`src/hw/ppt_pkg.sv`:
```
package ppt_pkg;
  // Register byte offsets on the bus
  localparam logic [7:0] OFF_CS1_BASE = 8'h00;
  localparam logic [7:0] OFF_CS2_BASE = 8'h04;
  localparam logic [7:0] OFF_CS1_MODE = 8'h08;
  localparam logic [7:0] OFF_CS2_MODE = 8'h0C;
  localparam logic [7:0] OFF_STATUS = 8'h10;
  localparam logic [7:0] OFF_PADCFG = 8'h14;
  localparam logic [7:0] OFF_MCTL = 8'h18;
  localparam logic [7:0] OFF_MDATA = 8'h1C;
  localparam logic [7:0] OFF_IN_BUF = 8'h20;
  localparam logic [7:0] OFF_OUT_BUF = 8'h24;

  // Reset values and implemented-bit masks
  localparam logic [15:0] CS1_BASE_RST = 16'h0200;
  localparam logic [15:0] CS2_BASE_RST = 16'h0600;
  localparam logic [15:0] BASE_MASK = 16'hFF88;
  localparam logic [15:0] MODE_RST = 16'h0000;
  localparam logic [15:0] MODE_MASK = 16'hF8FF;
  localparam logic [15:0] PADCFG_MASK = 16'h0001;

  // Field positions
  localparam int BASE_HI_LSB = 7;
  localparam int BASE_B11_POS = 3;
  localparam int STAT_OVF_POS = 14;
  localparam int STAT_UNF_POS = 6;
  localparam int MCTL_WR_POS = 24;
  localparam int MCTL_ALT_POS = 25;
  localparam int MCTL_TMO_POS = 30;
  localparam int MCTL_BUSY_POS = 31;

  // Acknowledge mode codes
  localparam logic [1:0] ACK_IGNORE = 2'b00;
  localparam logic [1:0] ACK_TMO = 2'b01;
  localparam logic [1:0] ACK_WAIT = 2'b10;

  // Timing: clock rate, instruction cycle and derived counts
  localparam int CLK_HZ = 20_000_000;
  localparam int TCY_NS = 200;
  localparam int TCY_CLKS = TCY_NS * (CLK_HZ / 1_000_000) / 1000;
  localparam int ACK_TMO_DEF_TCY = 255;
  localparam int AM_WAIT_BASE = 3;
  localparam int AM_CYC_CLKS = 1;
  localparam int CNT_W = 12;

  // Per chip-select mode register layout
  typedef struct packed {
    logic [1:0] ack_mode_sel;
    logic [2:0] alt_master_wait;
    logic [2:0] unused;
    logic [1:0] data_setup_wait;
    logic [3:0] strobe_wait;
    logic [1:0] data_hold_wait;
  } ppt_mode_t;

  // Pending master transfer
  typedef struct packed {
    logic [23:0] addr;
    logic wr;
    logic alt;
  } ppt_req_t;

  // Parallel pin group driven by the master sequencer
  typedef struct packed {
    logic cs1;
    logic cs2;
    logic rd_strobe;
    logic wr_strobe;
    logic data_oe;
  } ppt_pins_t;

  typedef enum {ST_IDLE, ST_AMW, ST_SETUP, ST_STROBE, ST_HOLD} ppt_state_t;
endpackage

```
`src/hw/ppt_core.sv`:
```
// Contract
// - Base register keeps address 23:15 in bits 15:7, address 11 in bit 3.
// - Reset loads chip select 1 base 0x0200 and chip select 2 base 0x0600.
// - Chip select 2 base of zero lets chip select 1 reach the top.
// - Ack mode 10 waits for acknowledge, 00 ignores it, 11 reserved.
// - Ack mode 01 waits with time-out: 255 Tcy or strobe wait field.
// - Alternate master wait is three plus field value master cycles.
// - Data setup before strobe is field plus one quarter Tcy.
// - Write strobe lasts field plus one half Tcy.
// - Read strobe lasts field plus three quarters Tcy.
// - Write data hold after strobe is field plus one quarter Tcy.
// - Input-all-full reads one only when every input buffer holds data.
// - Host write into a full input buffer sets sticky overflow.
// - Per-buffer input flag sets on host write, clears on software read.
// - Output-all-empty reads one only when every output buffer is empty.
// - Host read of an empty output buffer sets sticky underflow.
// - Per-buffer output-empty flag clears on software write, resets to one.
// - Byte access clears flags of both bytes of the word pair.
// - Pad configuration bit 0 selects TTL or Schmitt port input buffers.
//
// Register access over AHB-Lite and the register offsets were left to the implementer.
`timescale 1ns/100ps
module ppt_core
  import ppt_pkg::*;
(
  // Clock, reset, enable
  input wire logic clock,
  input wire logic reset,
  input wire logic clk_en,
  // AHB-Lite slave
  input wire logic hsel,
  input wire logic [31:0] haddr,
  input wire logic [1:0] htrans,
  input wire logic hwrite,
  input wire logic [2:0] hsize,
  input wire logic [31:0] hwdata,
  input wire logic hready,
  output logic hreadyout,
  output logic [31:0] hrdata,
  output logic hresp,
  // Parallel master pins
  output logic [23:0] pm_addr,
  input wire logic [15:0] port_data_in,
  output logic [15:0] port_data_out,
  output logic port_data_oe,
  output logic rd_strobe,
  output logic wr_strobe,
  output logic chip_select_one,
  output logic chip_select_two,
  input wire logic ext_ack_in,
  // Slave-mode host port
  input wire logic host_wr_stb,
  input wire logic host_rd_stb,
  input wire logic [1:0] host_buf_sel,
  input wire logic [7:0] host_wdata,
  output logic [7:0] host_rdata,
  // Pad control
  output logic port_input_ttl_sel
);

  // Byte lanes touched by an AHB access
  function automatic logic [3:0] lanes_of(input logic [2:0] sz,
                                          input logic [1:0] a);
    logic [3:0] m;
    m = 4'h0;
    case (sz)
      3'h0: m[a] = 1'b1;
      3'h1: m = a[1] ? 4'hC : 4'h3;
      default: m = 4'hF;
    endcase
    return m;
  endfunction

  // Widen a lane mask to whole word pairs
  function automatic logic [3:0] pair_of(input logic [3:0] m);
    return {{2{m[3] | m[2]}}, {2{m[1] | m[0]}}};
  endfunction

  // Merge a lane-masked write into a 16-bit register
  function automatic logic [15:0] merge16(input logic [15:0] old,
                                          input logic [31:0] wd,
                                          input logic [3:0] ln,
                                          input logic [15:0] mask);
    logic [15:0] r;
    r = old;
    if (ln[0]) r[7:0] = wd[7:0];
    if (ln[1]) r[15:8] = wd[15:8];
    return r & mask;
  endfunction

  // Decoded 24-bit base address of a chip select
  function automatic logic [23:0] base_of(input logic [15:0] r);
    return {r[15:BASE_HI_LSB], 3'h0, r[BASE_B11_POS], 11'h000};
  endfunction

  localparam logic [CNT_W-1:0] TCY_C = CNT_W'(TCY_CLKS);

  // Bus, register and buffer state
  logic ap_valid_q, ap_valid_d;
  logic ap_write_q, ap_write_d;
  logic [7:0] ap_off_q, ap_off_d;
  logic [3:0] ap_lanes_q, ap_lanes_d;
  logic [31:0] hrdata_q, hrdata_d;
  logic [15:0] cs1_base_q, cs1_base_d, cs2_base_q, cs2_base_d;
  logic [15:0] cs1_mode_q, cs1_mode_d, cs2_mode_q, cs2_mode_d;
  logic pad_ttl_q, pad_ttl_d;
  logic [3:0] in_full_q, in_full_d, out_empty_q, out_empty_d;
  logic ovf_q, ovf_d, unf_q, unf_d;
  logic [7:0] in_buf_q [4];
  logic [7:0] in_buf_d [4];
  logic [7:0] out_buf_q [4];
  logic [7:0] out_buf_d [4];
  logic [7:0] host_rdata_q, host_rdata_d;
  ppt_req_t req_q, req_d;
  logic [15:0] mwdata_q, mwdata_d, mrdata_q, mrdata_d;
  logic start_q, start_d;
  // Master sequencer state
  ppt_state_t st_q, st_d;
  logic [CNT_W-1:0] cnt_q, cnt_d, tmo_q, tmo_d;
  logic cs2_sel_q, cs2_sel_d, tmo_flag_q, tmo_flag_d;
  ppt_pins_t pins_q, pins_d;

  logic ap_take, wr_dp, busy;
  logic [15:0] status;
  logic [23:0] b1, b2;
  logic hit2, hit1;
  ppt_mode_t md;
  logic [CNT_W-1:0] n_setup, n_strobe, n_hold, n_amw, n_tmo;
  logic min_done, ack_ok, tmo_hit;

  assign busy = (st_q != ST_IDLE);
  assign ap_take = hsel & hready & htrans[1];
  assign wr_dp = ap_valid_q & ap_write_q;
  assign status = {&in_full_q, ovf_q, 2'h0, in_full_q,
                   &out_empty_q, unf_q, 2'h0, out_empty_q};

  // Bus, register file and slave buffers: next values
  always_comb begin
    ap_valid_d = ap_take;
    ap_write_d = hwrite;
    ap_off_d = haddr[7:0];
    ap_lanes_d = lanes_of(hsize, haddr[1:0]);
    hrdata_d = hrdata_q;
    cs1_base_d = cs1_base_q;
    cs2_base_d = cs2_base_q;
    cs1_mode_d = cs1_mode_q;
    cs2_mode_d = cs2_mode_q;
    pad_ttl_d = pad_ttl_q;
    in_buf_d = in_buf_q;
    out_buf_d = out_buf_q;
    host_rdata_d = host_rdata_q;
    req_d = req_q;
    mwdata_d = mwdata_q;
    start_d = 1'b0;
    in_full_d = in_full_q;
    out_empty_d = out_empty_q;
    ovf_d = ovf_q;
    unf_d = unf_q;
    // Address phase of a read: sample data and apply read side effects
    if (ap_take && !hwrite) begin
      case (haddr[7:0])
        OFF_CS1_BASE: hrdata_d = {16'h0000, cs1_base_q};
        OFF_CS2_BASE: hrdata_d = {16'h0000, cs2_base_q};
        OFF_CS1_MODE: hrdata_d = {16'h0000, cs1_mode_q};
        OFF_CS2_MODE: hrdata_d = {16'h0000, cs2_mode_q};
        OFF_STATUS: hrdata_d = {16'h0000, status};
        OFF_PADCFG: hrdata_d = {31'h0, pad_ttl_q};
        OFF_MCTL: hrdata_d = {busy, tmo_flag_q, 4'h0, req_q.alt, req_q.wr,
                              req_q.addr};
        OFF_MDATA: hrdata_d = {16'h0000, mrdata_q};
        OFF_IN_BUF: begin
          hrdata_d = {in_buf_q[3], in_buf_q[2], in_buf_q[1], in_buf_q[0]};
          in_full_d = in_full_q & ~pair_of(ap_lanes_d);
        end
        OFF_OUT_BUF: hrdata_d = {out_buf_q[3], out_buf_q[2], out_buf_q[1],
                                 out_buf_q[0]};
        default: hrdata_d = 32'h0000_0000;
      endcase
    end
    // Data phase of a write
    if (wr_dp) begin
      case (ap_off_q)
        OFF_CS1_BASE:
          cs1_base_d = merge16(cs1_base_q, hwdata, ap_lanes_q, BASE_MASK);
        OFF_CS2_BASE:
          cs2_base_d = merge16(cs2_base_q, hwdata, ap_lanes_q, BASE_MASK);
        OFF_CS1_MODE:
          cs1_mode_d = merge16(cs1_mode_q, hwdata, ap_lanes_q, MODE_MASK);
        OFF_CS2_MODE:
          cs2_mode_d = merge16(cs2_mode_q, hwdata, ap_lanes_q, MODE_MASK);
        OFF_STATUS: begin
          if (ap_lanes_q[1] && !hwdata[STAT_OVF_POS]) ovf_d = 1'b0;
          if (ap_lanes_q[0] && !hwdata[STAT_UNF_POS]) unf_d = 1'b0;
        end
        OFF_PADCFG:
          if (ap_lanes_q[0]) pad_ttl_d = hwdata[0];
        OFF_MCTL:
          if (!busy) begin
            req_d = {hwdata[23:0], hwdata[MCTL_WR_POS], hwdata[MCTL_ALT_POS]};
            start_d = 1'b1;
          end
        OFF_MDATA: mwdata_d = merge16(mwdata_q, hwdata, ap_lanes_q,
                                      16'hFFFF);
        OFF_OUT_BUF: begin
          for (int i = 0; i < 4; i++) begin
            if (ap_lanes_q[i]) out_buf_d[i] = hwdata[8*i +: 8];
          end
          out_empty_d = out_empty_q & ~pair_of(ap_lanes_q);
        end
        default: ;
      endcase
    end
    // Host writes input buffers; a full target flags overflow
    if (host_wr_stb) begin
      if (in_full_q[host_buf_sel]) begin
        ovf_d = 1'b1;
      end else begin
        in_buf_d[host_buf_sel] = host_wdata;
        in_full_d[host_buf_sel] = 1'b1;
      end
    end
    // Host reads output buffers; an empty source flags underflow
    if (host_rd_stb) begin
      if (out_empty_q[host_buf_sel]) begin
        unf_d = 1'b1;
      end else begin
        host_rdata_d = out_buf_q[host_buf_sel];
        out_empty_d[host_buf_sel] = 1'b1;
      end
    end
  end

  // Bus, register file and slave buffers: registers
  always_ff @(posedge clock) begin
    if (reset) begin
      ap_valid_q <= 1'b0;
      ap_write_q <= 1'b0;
      ap_off_q <= 8'h00;
      ap_lanes_q <= 4'h0;
      hrdata_q <= 32'h0000_0000;
      cs1_base_q <= CS1_BASE_RST;
      cs2_base_q <= CS2_BASE_RST;
      cs1_mode_q <= MODE_RST;
      cs2_mode_q <= MODE_RST;
      pad_ttl_q <= 1'b0;
      in_full_q <= 4'h0;
      out_empty_q <= 4'hF;
      ovf_q <= 1'b0;
      unf_q <= 1'b0;
      in_buf_q <= '{default: 8'h00};
      out_buf_q <= '{default: 8'h00};
      host_rdata_q <= 8'h00;
      req_q <= '0;
      mwdata_q <= 16'h0000;
      start_q <= 1'b0;
    end else if (clk_en) begin
      ap_valid_q <= ap_valid_d;
      ap_write_q <= ap_write_d;
      ap_off_q <= ap_off_d;
      ap_lanes_q <= ap_lanes_d;
      hrdata_q <= hrdata_d;
      cs1_base_q <= cs1_base_d;
      cs2_base_q <= cs2_base_d;
      cs1_mode_q <= cs1_mode_d;
      cs2_mode_q <= cs2_mode_d;
      pad_ttl_q <= pad_ttl_d;
      in_full_q <= in_full_d;
      out_empty_q <= out_empty_d;
      ovf_q <= ovf_d;
      unf_q <= unf_d;
      in_buf_q <= in_buf_d;
      out_buf_q <= out_buf_d;
      host_rdata_q <= host_rdata_d;
      req_q <= req_d;
      mwdata_q <= mwdata_d;
      start_q <= start_d;
    end
  end

  // Chip-select decode of the pending address
  always_comb begin
    b1 = base_of(cs1_base_q);
    b2 = base_of(cs2_base_q);
    hit2 = (cs2_base_q != 16'h0000) && (req_q.addr >= b2);
    hit1 = !hit2 && (req_q.addr >= b1);
  end

  // Phase lengths in quarter-Tcy clocks for the selected chip select
  always_comb begin
    md = ppt_mode_t'(((st_q == ST_IDLE) ? hit2 : cs2_sel_q) ? cs2_mode_q
                                                             : cs1_mode_q);
    n_setup = TCY_C * CNT_W'(md.data_setup_wait) + CNT_W'(1);
    n_strobe = TCY_C * CNT_W'(md.strobe_wait)
             + (req_q.wr ? CNT_W'(2) : CNT_W'(3));
    n_hold = TCY_C * CNT_W'(md.data_hold_wait)
           + (req_q.wr ? CNT_W'(1) : CNT_W'(0));
    n_amw = CNT_W'(AM_CYC_CLKS)
          * (CNT_W'(AM_WAIT_BASE) + CNT_W'(md.alt_master_wait));
    n_tmo = TCY_C * ((md.strobe_wait == 4'h0) ? CNT_W'(ACK_TMO_DEF_TCY)
                                               : CNT_W'(md.strobe_wait));
  end

  // Strobe termination by count, acknowledge or time-out
  always_comb begin
    min_done = (cnt_q == '0);
    case (md.ack_mode_sel)
      ACK_WAIT, ACK_TMO: ack_ok = ext_ack_in;
      default: ack_ok = 1'b1;
    endcase
    tmo_hit = (md.ack_mode_sel == ACK_TMO) && (tmo_q == '0);
  end

  // Master sequencer: next state
  always_comb begin
    st_d = st_q;
    cnt_d = (cnt_q != '0) ? cnt_q - CNT_W'(1) : cnt_q;
    tmo_d = (tmo_q != '0) ? tmo_q - CNT_W'(1) : tmo_q;
    cs2_sel_d = cs2_sel_q;
    tmo_flag_d = tmo_flag_q;
    mrdata_d = mrdata_q;
    case (st_q)
      ST_IDLE:
        if (start_q) begin
          cs2_sel_d = hit2;
          tmo_flag_d = 1'b0;
          if (req_q.alt) begin
            st_d = ST_AMW;
            cnt_d = n_amw - CNT_W'(1);
          end else begin
            st_d = ST_SETUP;
            cnt_d = n_setup - CNT_W'(1);
          end
        end
      ST_AMW:
        if (min_done) begin
          st_d = ST_SETUP;
          cnt_d = n_setup - CNT_W'(1);
        end
      ST_SETUP:
        if (min_done) begin
          st_d = ST_STROBE;
          cnt_d = n_strobe - CNT_W'(1);
          tmo_d = n_tmo - CNT_W'(1);
        end
      ST_STROBE:
        if (min_done && (ack_ok || tmo_hit)) begin
          if (!req_q.wr) mrdata_d = port_data_in;
          if (!ack_ok) tmo_flag_d = 1'b1;
          if (n_hold == '0) begin
            st_d = ST_IDLE;
          end else begin
            st_d = ST_HOLD;
            cnt_d = n_hold - CNT_W'(1);
          end
        end
      ST_HOLD:
        if (min_done) st_d = ST_IDLE;
      default: st_d = ST_IDLE;
    endcase
    // Pin levels follow the next state so they come from flops
    pins_d.cs1 = (st_d inside {ST_SETUP, ST_STROBE, ST_HOLD})
               && !(st_q == ST_IDLE ? hit2 : cs2_sel_q)
               && hit1;
    pins_d.cs2 = (st_d inside {ST_SETUP, ST_STROBE, ST_HOLD})
               && (st_q == ST_IDLE ? hit2 : cs2_sel_q);
    pins_d.rd_strobe = (st_d == ST_STROBE) && !req_q.wr;
    pins_d.wr_strobe = (st_d == ST_STROBE) && req_q.wr;
    pins_d.data_oe = (st_d inside {ST_SETUP, ST_STROBE, ST_HOLD})
                   && req_q.wr;
  end

  // Master sequencer: registers
  always_ff @(posedge clock) begin
    if (reset) begin
      st_q <= ST_IDLE;
      cnt_q <= '0;
      tmo_q <= '0;
      cs2_sel_q <= 1'b0;
      tmo_flag_q <= 1'b0;
      mrdata_q <= 16'h0000;
      pins_q <= '0;
    end else if (clk_en) begin
      st_q <= st_d;
      cnt_q <= cnt_d;
      tmo_q <= tmo_d;
      cs2_sel_q <= cs2_sel_d;
      tmo_flag_q <= tmo_flag_d;
      mrdata_q <= mrdata_d;
      pins_q <= pins_d;
    end
  end

  // Outputs
  assign hreadyout = clk_en;
  assign hrdata = hrdata_q;
  assign hresp = 1'b0;
  assign pm_addr = req_q.addr;
  assign port_data_out = mwdata_q;
  assign port_data_oe = pins_q.data_oe;
  assign rd_strobe = pins_q.rd_strobe;
  assign wr_strobe = pins_q.wr_strobe;
  assign chip_select_one = pins_q.cs1;
  assign chip_select_two = pins_q.cs2;
  assign host_rdata = host_rdata_q;
  assign port_input_ttl_sel = pad_ttl_q;

endmodule // ppt_core

```
`config.mk`:
```
export PLATFORM = sky130hd
export DESIGN_NAME = ppt_core
export DESIGN_NICKNAME = d
export VERILOG_FILES = /design/src/hw/ppt_pkg.sv /design/src/hw/ppt_core.sv
export SDC_FILE = /design/constraint.sdc
export NUM_CORES = 1
export LEC_CHECK = 0
export BUFFER_PORTS_ARGS = -buffer_cell sky130_fd_sc_hd__buf_4
export CORE_MARGIN = 5
export CORE_UTILIZATION = 58
export CTS_CLUSTER_DIAMETER = 50
export DETAILED_ROUTE_END_ITERATION = 10
export PLACE_DENSITY = 0.78
export SYNTH_ARGS = -nofsm -noshare
export SYNTH_HDL_FRONTEND = slang
export SYNTH_SLANG_ARGS = --single-unit
```
`constraint.sdc`:
```
create_clock -name clock -period 5.3 [get_ports clock]
set_clock_uncertainty 0.05 [all_clocks]
set_input_delay 0.795 -clock clock [delete_from_list [all_inputs] [get_ports clock]]
set_output_delay 0.795 -clock clock [all_outputs]
set_load 0.01 [all_outputs]
```
# Yosys cells after proc, flatten, opt, wreduce, memory -nomap -nowiden
# Cells that the tools add are included.
[word_totals]
register_bits = 297
[op_classes]
n_mux = 67
n_lt_le_gt_ge = 8
bitwise_logic = 18
add_sub_neg = 11
eq_ne = 31
n_reduce_logical = 63
[op_table]
columns = ["op", "count"]
rows = [
  ["32-bit one-hot mux with 10 select lines", 1],
  ["32-bit two-way mux", 5],
  ["32-bit one-hot mux with 5 select lines", 1],
  ["32-bit by 2-bit equality test with 1-bit output (second input constant)", 4],
  ["12-bit two-way mux", 10],
  ["32-bit by 3-bit equality test with 1-bit output (second input constant)", 3],
  ["4-bit AND reduction", 19],
  ["8-bit by 5-bit equality test with 1-bit output (second input constant)", 8],
  ["32-bit logical NOT", 2],
  ["24-bit >= comparator", 2],
  ["12-bit one-hot mux with 4 select lines", 1],
  ["12-bit logical NOT", 3],
  ["4-bit two-way mux", 9],
  ["32-bit bitwise mux", 1],
  ["32-bit by 1-bit equality test with 1-bit output (second input constant)", 1],
  ["8-bit by 4-bit equality test with 1-bit output (second input constant)", 4],
  ["8-bit two-way mux", 4],
  ["32-bit nonzero test", 1],
  ["8-bit by 6-bit equality test with 1-bit output (second input constant)", 3],
  ["1-bit two-way mux", 24],
  ["12-bit nonzero test", 2],
  ["12-bit by 1-bit subtractor with 12-bit output (second input constant)", 2],
  ["8-bit binary-select mux with 2-bit select", 1],
  ["8-bit demux with 2-bit select", 1],
  ["other kinds (44)", 86],
]

# Longest topological paths before layout
# Gate-level depths: netlist of run 1.
[depth]
word_depth = 15
mapped_depth = 21

# Least setup slack after synthesis of run 1
# OpenSTA, ideal clock, no wires.
[synth_timing]
kind = "register to register"
from = "reg st_q[16]"
to = "reg pins_q (netlist bit chip_select_one)"
path_stages_with_launch = 20
n_path_buf = 3
setup_ns = 0.060
path_slack_ns = 1.101
period_less_slack_ns = 4.199
t_arrival_ns = 4.089
cell_sequence = "dfxtp_1 > nor4_1 > nand4_1 > or2_0 > clkbuf_1 > nor4_2 > a21oi_2 > nand2_2 > buf_6 > buf_4 > mux2_2 > ha_1 > or2_2 > a41oi_1 > nor2_1 > nand2_1 > o21ai_0 > a221o_1 > a21oi_1 > a32o_1"
[synth_between]
elab_chain_len = 14
word_cells_on_any_way = 31
[synth_rtl]
columns = ["item", "line", "rtl"]
rows = [
  ["from (decl)", "ppt_core.sv:118", "ppt_state_t st_q, st_d;"],
  ["from (signal assigned)", "ppt_core.sv:383", "st_q <= st_d;"],
  ["parallel branches: the longest is 12 deep, another holds 4-bit by 1-bit adder with 5-bit output", "n/a", ""],
  ["1-bit logical AND (*)", "ppt_core.sv:362", "&& !(st_q == ST_IDLE ? hit2 : cs2_sel_q)"],
  ["1-bit logical AND (*)", "ppt_core.sv:363", "&& hit1;"],
  ["to (signal assigned)", "ppt_core.sv:389", "pins_q <= pins_d;"],
  ["to (decl)", "ppt_core.sv:121", "ppt_pins_t pins_q, pins_d;"],
]
# Every way passes the cells marked *.
# A chain may end at the register's enable or synchronous reset.

# Worst setup path after layout of run 1
[layout_timing]
from = "reg cs2_base_q[9]"
to = "reg pins_q (netlist bit wr_strobe)"
[layout_between]
elab_chain_len = 13
word_cells_on_any_way = 19
[layout_rtl]
columns = ["item", "line", "rtl"]
rows = [
  ["from (decl)", "ppt_core.sv:104", "logic [15:0] cs1_base_q, cs1_base_d, cs2_base_q, cs2_base_d;"],
  ["from (signal assigned)", "ppt_core.sv:263", "cs2_base_q <= cs2_base_d;"],
  ["24-bit >= comparator / 16-bit nonzero test (equally long branches)", "ppt_core.sv:284", "hit2 = (cs2_base_q != 16'h0000) && (req_q.addr >= b2);"],
  ["1-bit logical AND (*)", "ppt_core.sv:284", ""],
  ["1-bit two-way mux (*)", "ppt_core.sv:290", "md = ppt_mode_t'(((st_q == ST_IDLE) ? hit2 : cs2_sel_q) ? cs2_mode_q"],
  ["16-bit two-way mux (*)", "ppt_core.sv:290", ""],
  ["parallel branches: the longest is 5 deep, another holds 4-bit by 1-bit adder with 5-bit output", "n/a", ""],
  ["32-bit two-way mux (*)", "ppt_core.sv:346", "if (min_done && (ack_ok || tmo_hit)) begin"],
  ["32-bit one-hot mux with 5 select lines (*)", "ppt_core.sv:321", "case (st_q)"],
  ["32-bit by 3-bit equality test with 1-bit output (*)", "ppt_core.sv:367", "pins_d.wr_strobe = (st_d == ST_STROBE) && req_q.wr;"],
  ["1-bit logical AND (*)", "ppt_core.sv:367", ""],
]
# Marked as above.

==> results.json, run 1 <==
{
  "worst_pin_slew_ps": 1190,
  "cts_hold_buf": 0,
  "port_buffers": 165,
  "routabilityCongestion": 0.984,
  "max_stage_delay_ps": 470,
  "irDropWorstVdd_v": 0.000255,
  "ant_nets": 0,
  "postCtsResizedCells": 0,
  "min_period_ps": 4740,
  "cp_cell_sequence": "inv_1, ha_1, a21oi_1, nor2b_1, o21ai_0, nand3_1, a21oi_2, nand2_2, mux2_2, ha_1, or2_2, a41oi_1, nor2_1, nand2_1, o21ai_0, a221o_1, nor2b_1, nand3_1, a21oi_1",
  "min_from": "st_q[12]",
  "multi_input_area_mm2": 0.00723,
  "cp-end-kind": "register",
  "synth_edf_count": 0,
  "root_buffer": "clkbuf_16",
  "rsz0062_at_grt": "false",
  "hold_path.class": "reg2reg",
  "num_rows": 56,
  "fmaxAchievable_mhz": 211,
  "report.final.slew_viol_count": 0,
  "synthArstFlopShare_pct": 0,
  "track_usage_pct": 32.4,
  "synth_cells": 1636,
  "die-area_mm2": 0.0271,
  "stdcell_count": 2100,
  "coreArea_mm2": 0.0235,
  "drt_iter0_drc": 1674,
  "viasPerCell": 6.27,
  "synth_ff_type": "dfxtp_1",
  "crit_type": "reg2reg",
  "initial_core_util_pct": 59.0,
  "drive_above_1_share_pct": 17.1,
  "final.period_utilization_pct": 89.4,
  "avgSynthCellArea_um2": 8.47,
  "regArea_mm2": 0.00595,
  "grt_max_degree": 106,
  "yosysWarnings": 0,
  "r2r_end": "wr_strobe",
  "cp.required_ps": 5690,
  "setup_violations": 0,
  "grt_pass1_vias": 12500,
  "cts.sinks": 297,
  "slew_headroom_pct": 20.7,
  "worstSkewPairLatency_ps": 520,
  "hold_viol": 0,
  "cts_setup_buffers": 0,
  "place_ws_ps": 659,
  "cellLeakagePower_uw": 0.00659,
  "mostFrequentLayoutCell": "dfxtp_1",
  "synthToLayoutAreaGrowth_pct": 19.2,
  "cp_slowest_cell": "a41oi_1",
  "ys_types": 72,
  "fin_setup_tns_ps": 0,
  "reg2reg_slack_ps": 560,
  "firstDrtPassIters": 6,
  "arrival_ps": 5130,
  "ys_seq_area_share_pct": 42.9,
  "drc": 0,
  "ys_seq_elements": 297,
  "cts-htree-levels": 2,
  "cts_tree": "done",
  "synth_fp_nets": 1770,
  "nFillCells": 1864,
  "power_density_mw_per_mm2": 343,
  "dieHeight_um": 165,
  "wl_per_cell_um": 21.4,
  "clockBufferDepth": 3,
  "path_max_fanout": 4,
  "final_util_pct": 70.3,
  "crit_family": "compound AO/OA/AOI/OAI gates",
  "cp-start-kind": "register",
  "placedCellCount": 2032,
  "numCtsBuffers": 36,
  "drt-total-wl_mm": 45.0,
  "holdPathStages": 1,
  "critical_path_buf_inv_count": 1,
  "nets": 1885,
  "setup_ws_ps": 563,
  "hpwl_mm": 32.0,
  "io_pins": 192,
  "antenna_found_initial": 0,
  "ff2ff_path_depth": 19,
  "layout_common_cells": "dfxtp_1 (297), nor2_1 (223), nand2_1 (211), buf_4 (199), a21oi_1 (160)",
  "grt_pass1_wl_mm": 69.2,
  "grt_overflow": 0,
  "die_width_um": 165,
  "status": "completed",
  "syn_area_mm2": 0.0139,
  "max_cap_viol_count": 0,
  "clk_pin_slew_ps": 60,
  "reg2reg_from": "cs2_base_q[9]",
  "hold_end": "st_q[12]",
  "vias": 13200,
  "total_power_uw": 5660
}
## power breakdown
part	switching, uW	internal (uW)
combinational	408	265
clock	985	1650
sequential	59.3	2290
## through the flow
step	hold slack [ps]	cell area, um2
6_report	407	16500
5_1_grt	421	16500
4_1_cts	411	16500
3_5_place_dp	394	15200
3_3_place_gp	392	15200
2_1_floorplan	380	13900
## synthesized netlist by cell type (4+ instances only)
library cell  number  area (um2)
ha_1              30         375
a22oi_1           25         188
nor4_1            18         113
nand2_1          211         792
nor4_2             4        50.1
or3_1              9        56.3
nor2_1           225         845
mux2_2             4        45.0
inv_1             35         131
nand3_1           24         120
clkbuf_1          84         315
nand4_1            9        56.3
nor3_1            45         225
a211oi_1           9        67.6
a21oi_1          160         801
nand2b_1           7        43.8
or2_2              7        43.8
and3_1             9        56.3
o21ai_0           46         230
nor2b_1            8        50.1
a22o_1            13         114
a222oi_1          25         250
a311o_1            8        80.1
dfxtp_1          297        5950
a41oi_1            4        35.0
a21o_1             4        30.0
and2_1            41         257
mux4_2            10         225
nand3b_1           7        52.6
a221oi_1          11        96.3
mux2i_1          123        1230
a31oi_1           26         163
buf_1              9        33.8
buf_4             28         210
nor4b_1            4        35.0
## how the worst max path moves through the flow
stage          slack [ps]  depth (start not counted)         endpoint           from
2_1_floorplan        1100                         19  chip_select_one       st_q[16]
3_3_place_gp          740                         19        rd_strobe  cs2_base_q[9]
3_5_place_dp          660                         19        wr_strobe  cs2_base_q[9]
4_1_cts               660                         17        rd_strobe       st_q[16]
5_1_grt               250                         19        wr_strobe  cs2_base_q[9]
6_report              560                         19        wr_strobe  cs2_base_q[9]
## flip-flops by register name, summed over array words and instances, names as in the netlist, 8 cells and up
signal / cells
pm_addr: 24
cs1_mode_q: 13
cs2_mode_q: 13
hrdata: 32
in_buf_q: 32
tmo_q: 12
port_data_out: 16
cnt_q: 12
ap_off_q: 8
out_buf_q: 32
cs1_base_q: 10
mrdata_q: 16
host_rdata: 8
st_q: 32
cs2_base_q: 10
## kinds of logic after synthesis
family	Yosys count	share of synthesized area [%]
xor gates and xnor gates	2	0.126
and+or+nand+nor	646	21.4
muxes	138	10.9
buffers and inverters	158	5.10
other	1	0.0271
AOI/OAI and AO/OA	364	16.8
adders and majority gates	30	2.71
DFF	297	42.9
## cell type report
class	count	share of cell area (%)
multi-input cells	1181	43.8
well taps	319	2.42
flip-flops and latches	297	36.0
inverters	35	0.796
diodes	2	0.0303
clock inverters	17	1.47
repair buffers	200	9.13
clock buffers	49	6.37
## per-layer routing
layer	vias up	share of wire (%)	wire length (um)	track usage, %
met2	768	44	19800	49.5
met3	144	11	5020	7.01
met1	6216	41	18300	44.9
met5	-	0.15	69	2.08
li1	6046	-	-	-
met4	2	4.1	1830	12.6
Power figures use the tool's default switching activity.
==> run 2: changes to the inputs <==
--- a/config.mk
+++ b/config.mk
@@ -6,11 +6,13 @@
 export NUM_CORES = 1
 export LEC_CHECK = 0
 export BUFFER_PORTS_ARGS = -buffer_cell sky130_fd_sc_hd__buf_4
+export CELL_PAD_IN_SITES_DETAIL_PLACEMENT = 1
+export CELL_PAD_IN_SITES_GLOBAL_PLACEMENT = 1
 export CORE_MARGIN = 5
-export CORE_UTILIZATION = 58
+export CORE_UTILIZATION = 43
 export CTS_CLUSTER_DIAMETER = 50
 export DETAILED_ROUTE_END_ITERATION = 10
-export PLACE_DENSITY = 0.78
+export PLACE_DENSITY = 0.77
 export SYNTH_ARGS = -nofsm -noshare
 export SYNTH_HDL_FRONTEND = slang
 export SYNTH_SLANG_ARGS = --single-unit
==> results.json, run 2 (synthesis results as in run 1) <==
{
  "cellLeakagePower_uw": 0.00658,
  "hold_viol": 0,
  "dieHeight_um": 189,
  "use_met1_pct": 38.4,
  "track_usage_pct": 27.8,
  "worst_pin_slew_ps": 1150,
  "cts_tree": "done",
  "cp-end-kind": "register",
  "fmaxAchievable_mhz": 211,
  "root_buffer": "clkbuf_16",
  "irDropWorstVdd_v": 0.000180,
  "holdPathStages": 2,
  "cts-htree-levels": 2,
  "die-area_mm2": 0.0359,
  "coreArea_mm2": 0.0317,
  "reg2reg_from": "st_q[16]",
  "grt_busiest_layer": "met2",
  "hpwl_mm": 36.9,
  "clockBufferDepth": 3,
  "antenna_cells": 0,
  "min_period_ps": 4730,
  "report.final.slew_viol_count": 0,
  "max_cap_viol_count": 0,
  "reg2reg_slack_ps": 570,
  "rsz0062_at_grt": "false",
  "r2r_end": "wr_strobe",
  "io_pins": 192,
  "drive_above_1_share_pct": 17.1,
  "viasPerCell": 6.04,
  "clk_pin_slew_ps": 60,
  "die_width_um": 189,
  "ff2ff_path_depth": 17,
  "min_from": "mrdata_q[8]",
  "setup_violations": 0,
  "drc": 0,
  "layout_common_cells": "dfxtp_1 (297), nor2_1 (222), nand2_1 (211), buf_4 (196), a21oi_1 (160)",
  "initial_core_util_pct": 43.7,
  "hold_path.class": "reg2reg",
  "fin_setup_tns_ps": 0,
  "status": "completed",
  "wl_per_cell_um": 23.5,
  "ant_nets": 0,
  "numCtsBuffers": 40,
  "firstDrtPassIters": 6,
  "cts.sinks": 297,
  "postCtsResizedCells": 0,
  "final.period_utilization_pct": 89.2,
  "setup_ws_ps": 570,
  "worstSkewPairLatency_ps": 530,
  "place_ws_ps": 620,
  "drt_iter0_drc": 1031,
  "num_rows": 65,
  "drt-total-wl_mm": 51.2,
  "grt_use_met3_pct": 4.22,
  "cp.required_ps": 5700,
  "vias": 13200,
  "arrival_ps": 5130,
  "power_density_mw_per_mm2": 346,
  "slew_headroom_pct": 23.2,
  "path_max_fanout": 5,
  "met2_usage_pct": 44.8,
  "grt_pass1_wl_mm": 79.7,
  "routabilityCongestion": 0.908,
  "port_buffers": 165,
  "cp-start-kind": "register",
  "grt_overflow": 0,
  "mostFrequentLayoutCell": "dfxtp_1",
  "nets": 1886,
  "antenna_found_initial": 0,
  "hold_end": "mrdata_q[8]",
  "grt_max_degree": 103,
  "cts_hold_buf": 0,
  "grt_pass1_vias": 13800,
  "cts_setup_buffers": 0,
  "synthToLayoutAreaGrowth_pct": 20.0,
  "crit_type": "reg2reg"
}
run 2: final cells by class:
type                            count  area [um2]
Sequential cell                   297        5950
Fill cell                        3727       15100
Clock inverter                     16         190
Timing Repair Buffer              197        1490
Inverter                           35         131
Tap cell                          402         503
Clock buffer                       53        1130
Multi-Input combinational cell   1181        7230
run 2: layer usage:
layer	routed length, um	part of all wire, %
met1	22400	44
met4	1580	3.1
met3	3710	7.3
met5	0	0
met2	23500	46
run 2: stage by stage:
stage / total power (uW) / hold slack, ps / util [%] / instances / instance area (um2)
6_report: 5750 / 406 / 52.4 / 2181 / 16600
5_1_grt: 5980 / 440 / 52.4 / 2181 / 16600
3_3_place_gp: 3060 / 392 / 48.2 / 2112 / 15300
3_5_place_dp: 3090 / 394 / 48.2 / 2112 / 15300
2_1_floorplan: 2860 / 380 / - / 1636 / 13900
4_1_cts: 5780 / 411 / 52.4 / 2181 / 16600
run 2: worst max-delay path by stage:
| stage | from | to | slack, ps | depth (start not counted) |
|---|---|---|---|---|
| 6_report | st_q[16] | wr_strobe | 570 | 17 |
| 5_1_grt | st_q[5] | rd_strobe | 270 | 17 |
| 4_1_cts | st_q[16] | rd_strobe | 610 | 17 |
| 3_5_place_dp | cs2_base_q[9] | rd_strobe | 620 | 19 |
| 3_3_place_gp | st_q[16] | rd_strobe | 700 | 17 |
| 2_1_floorplan | st_q[16] | chip_select_one | 1100 | 19 |
run 2: critical path, stage by stage, from the launching register on:
cell and delay (ps):
dfxtp_1 310, nor4_1 300, nand4_1 280, or2_0 360, nor4b_1 380, a21oi_2 100
nand2_2 120, mux2_2 340, ha_1 350, or2_2 310, a41oi_1 420, nor2_1 170
nand2_1 100, o21ai_0 100, a221o_1 420, nor2b_1 270, nand3_1 120, a21oi_1 160
run 2: power breakdown:
part           total [uW]  internal, uW  switching, uW
clock network        2690          1650           1040
logic                 701           265            436
registers            2350          2290           61.6
total                5750          4210           1540
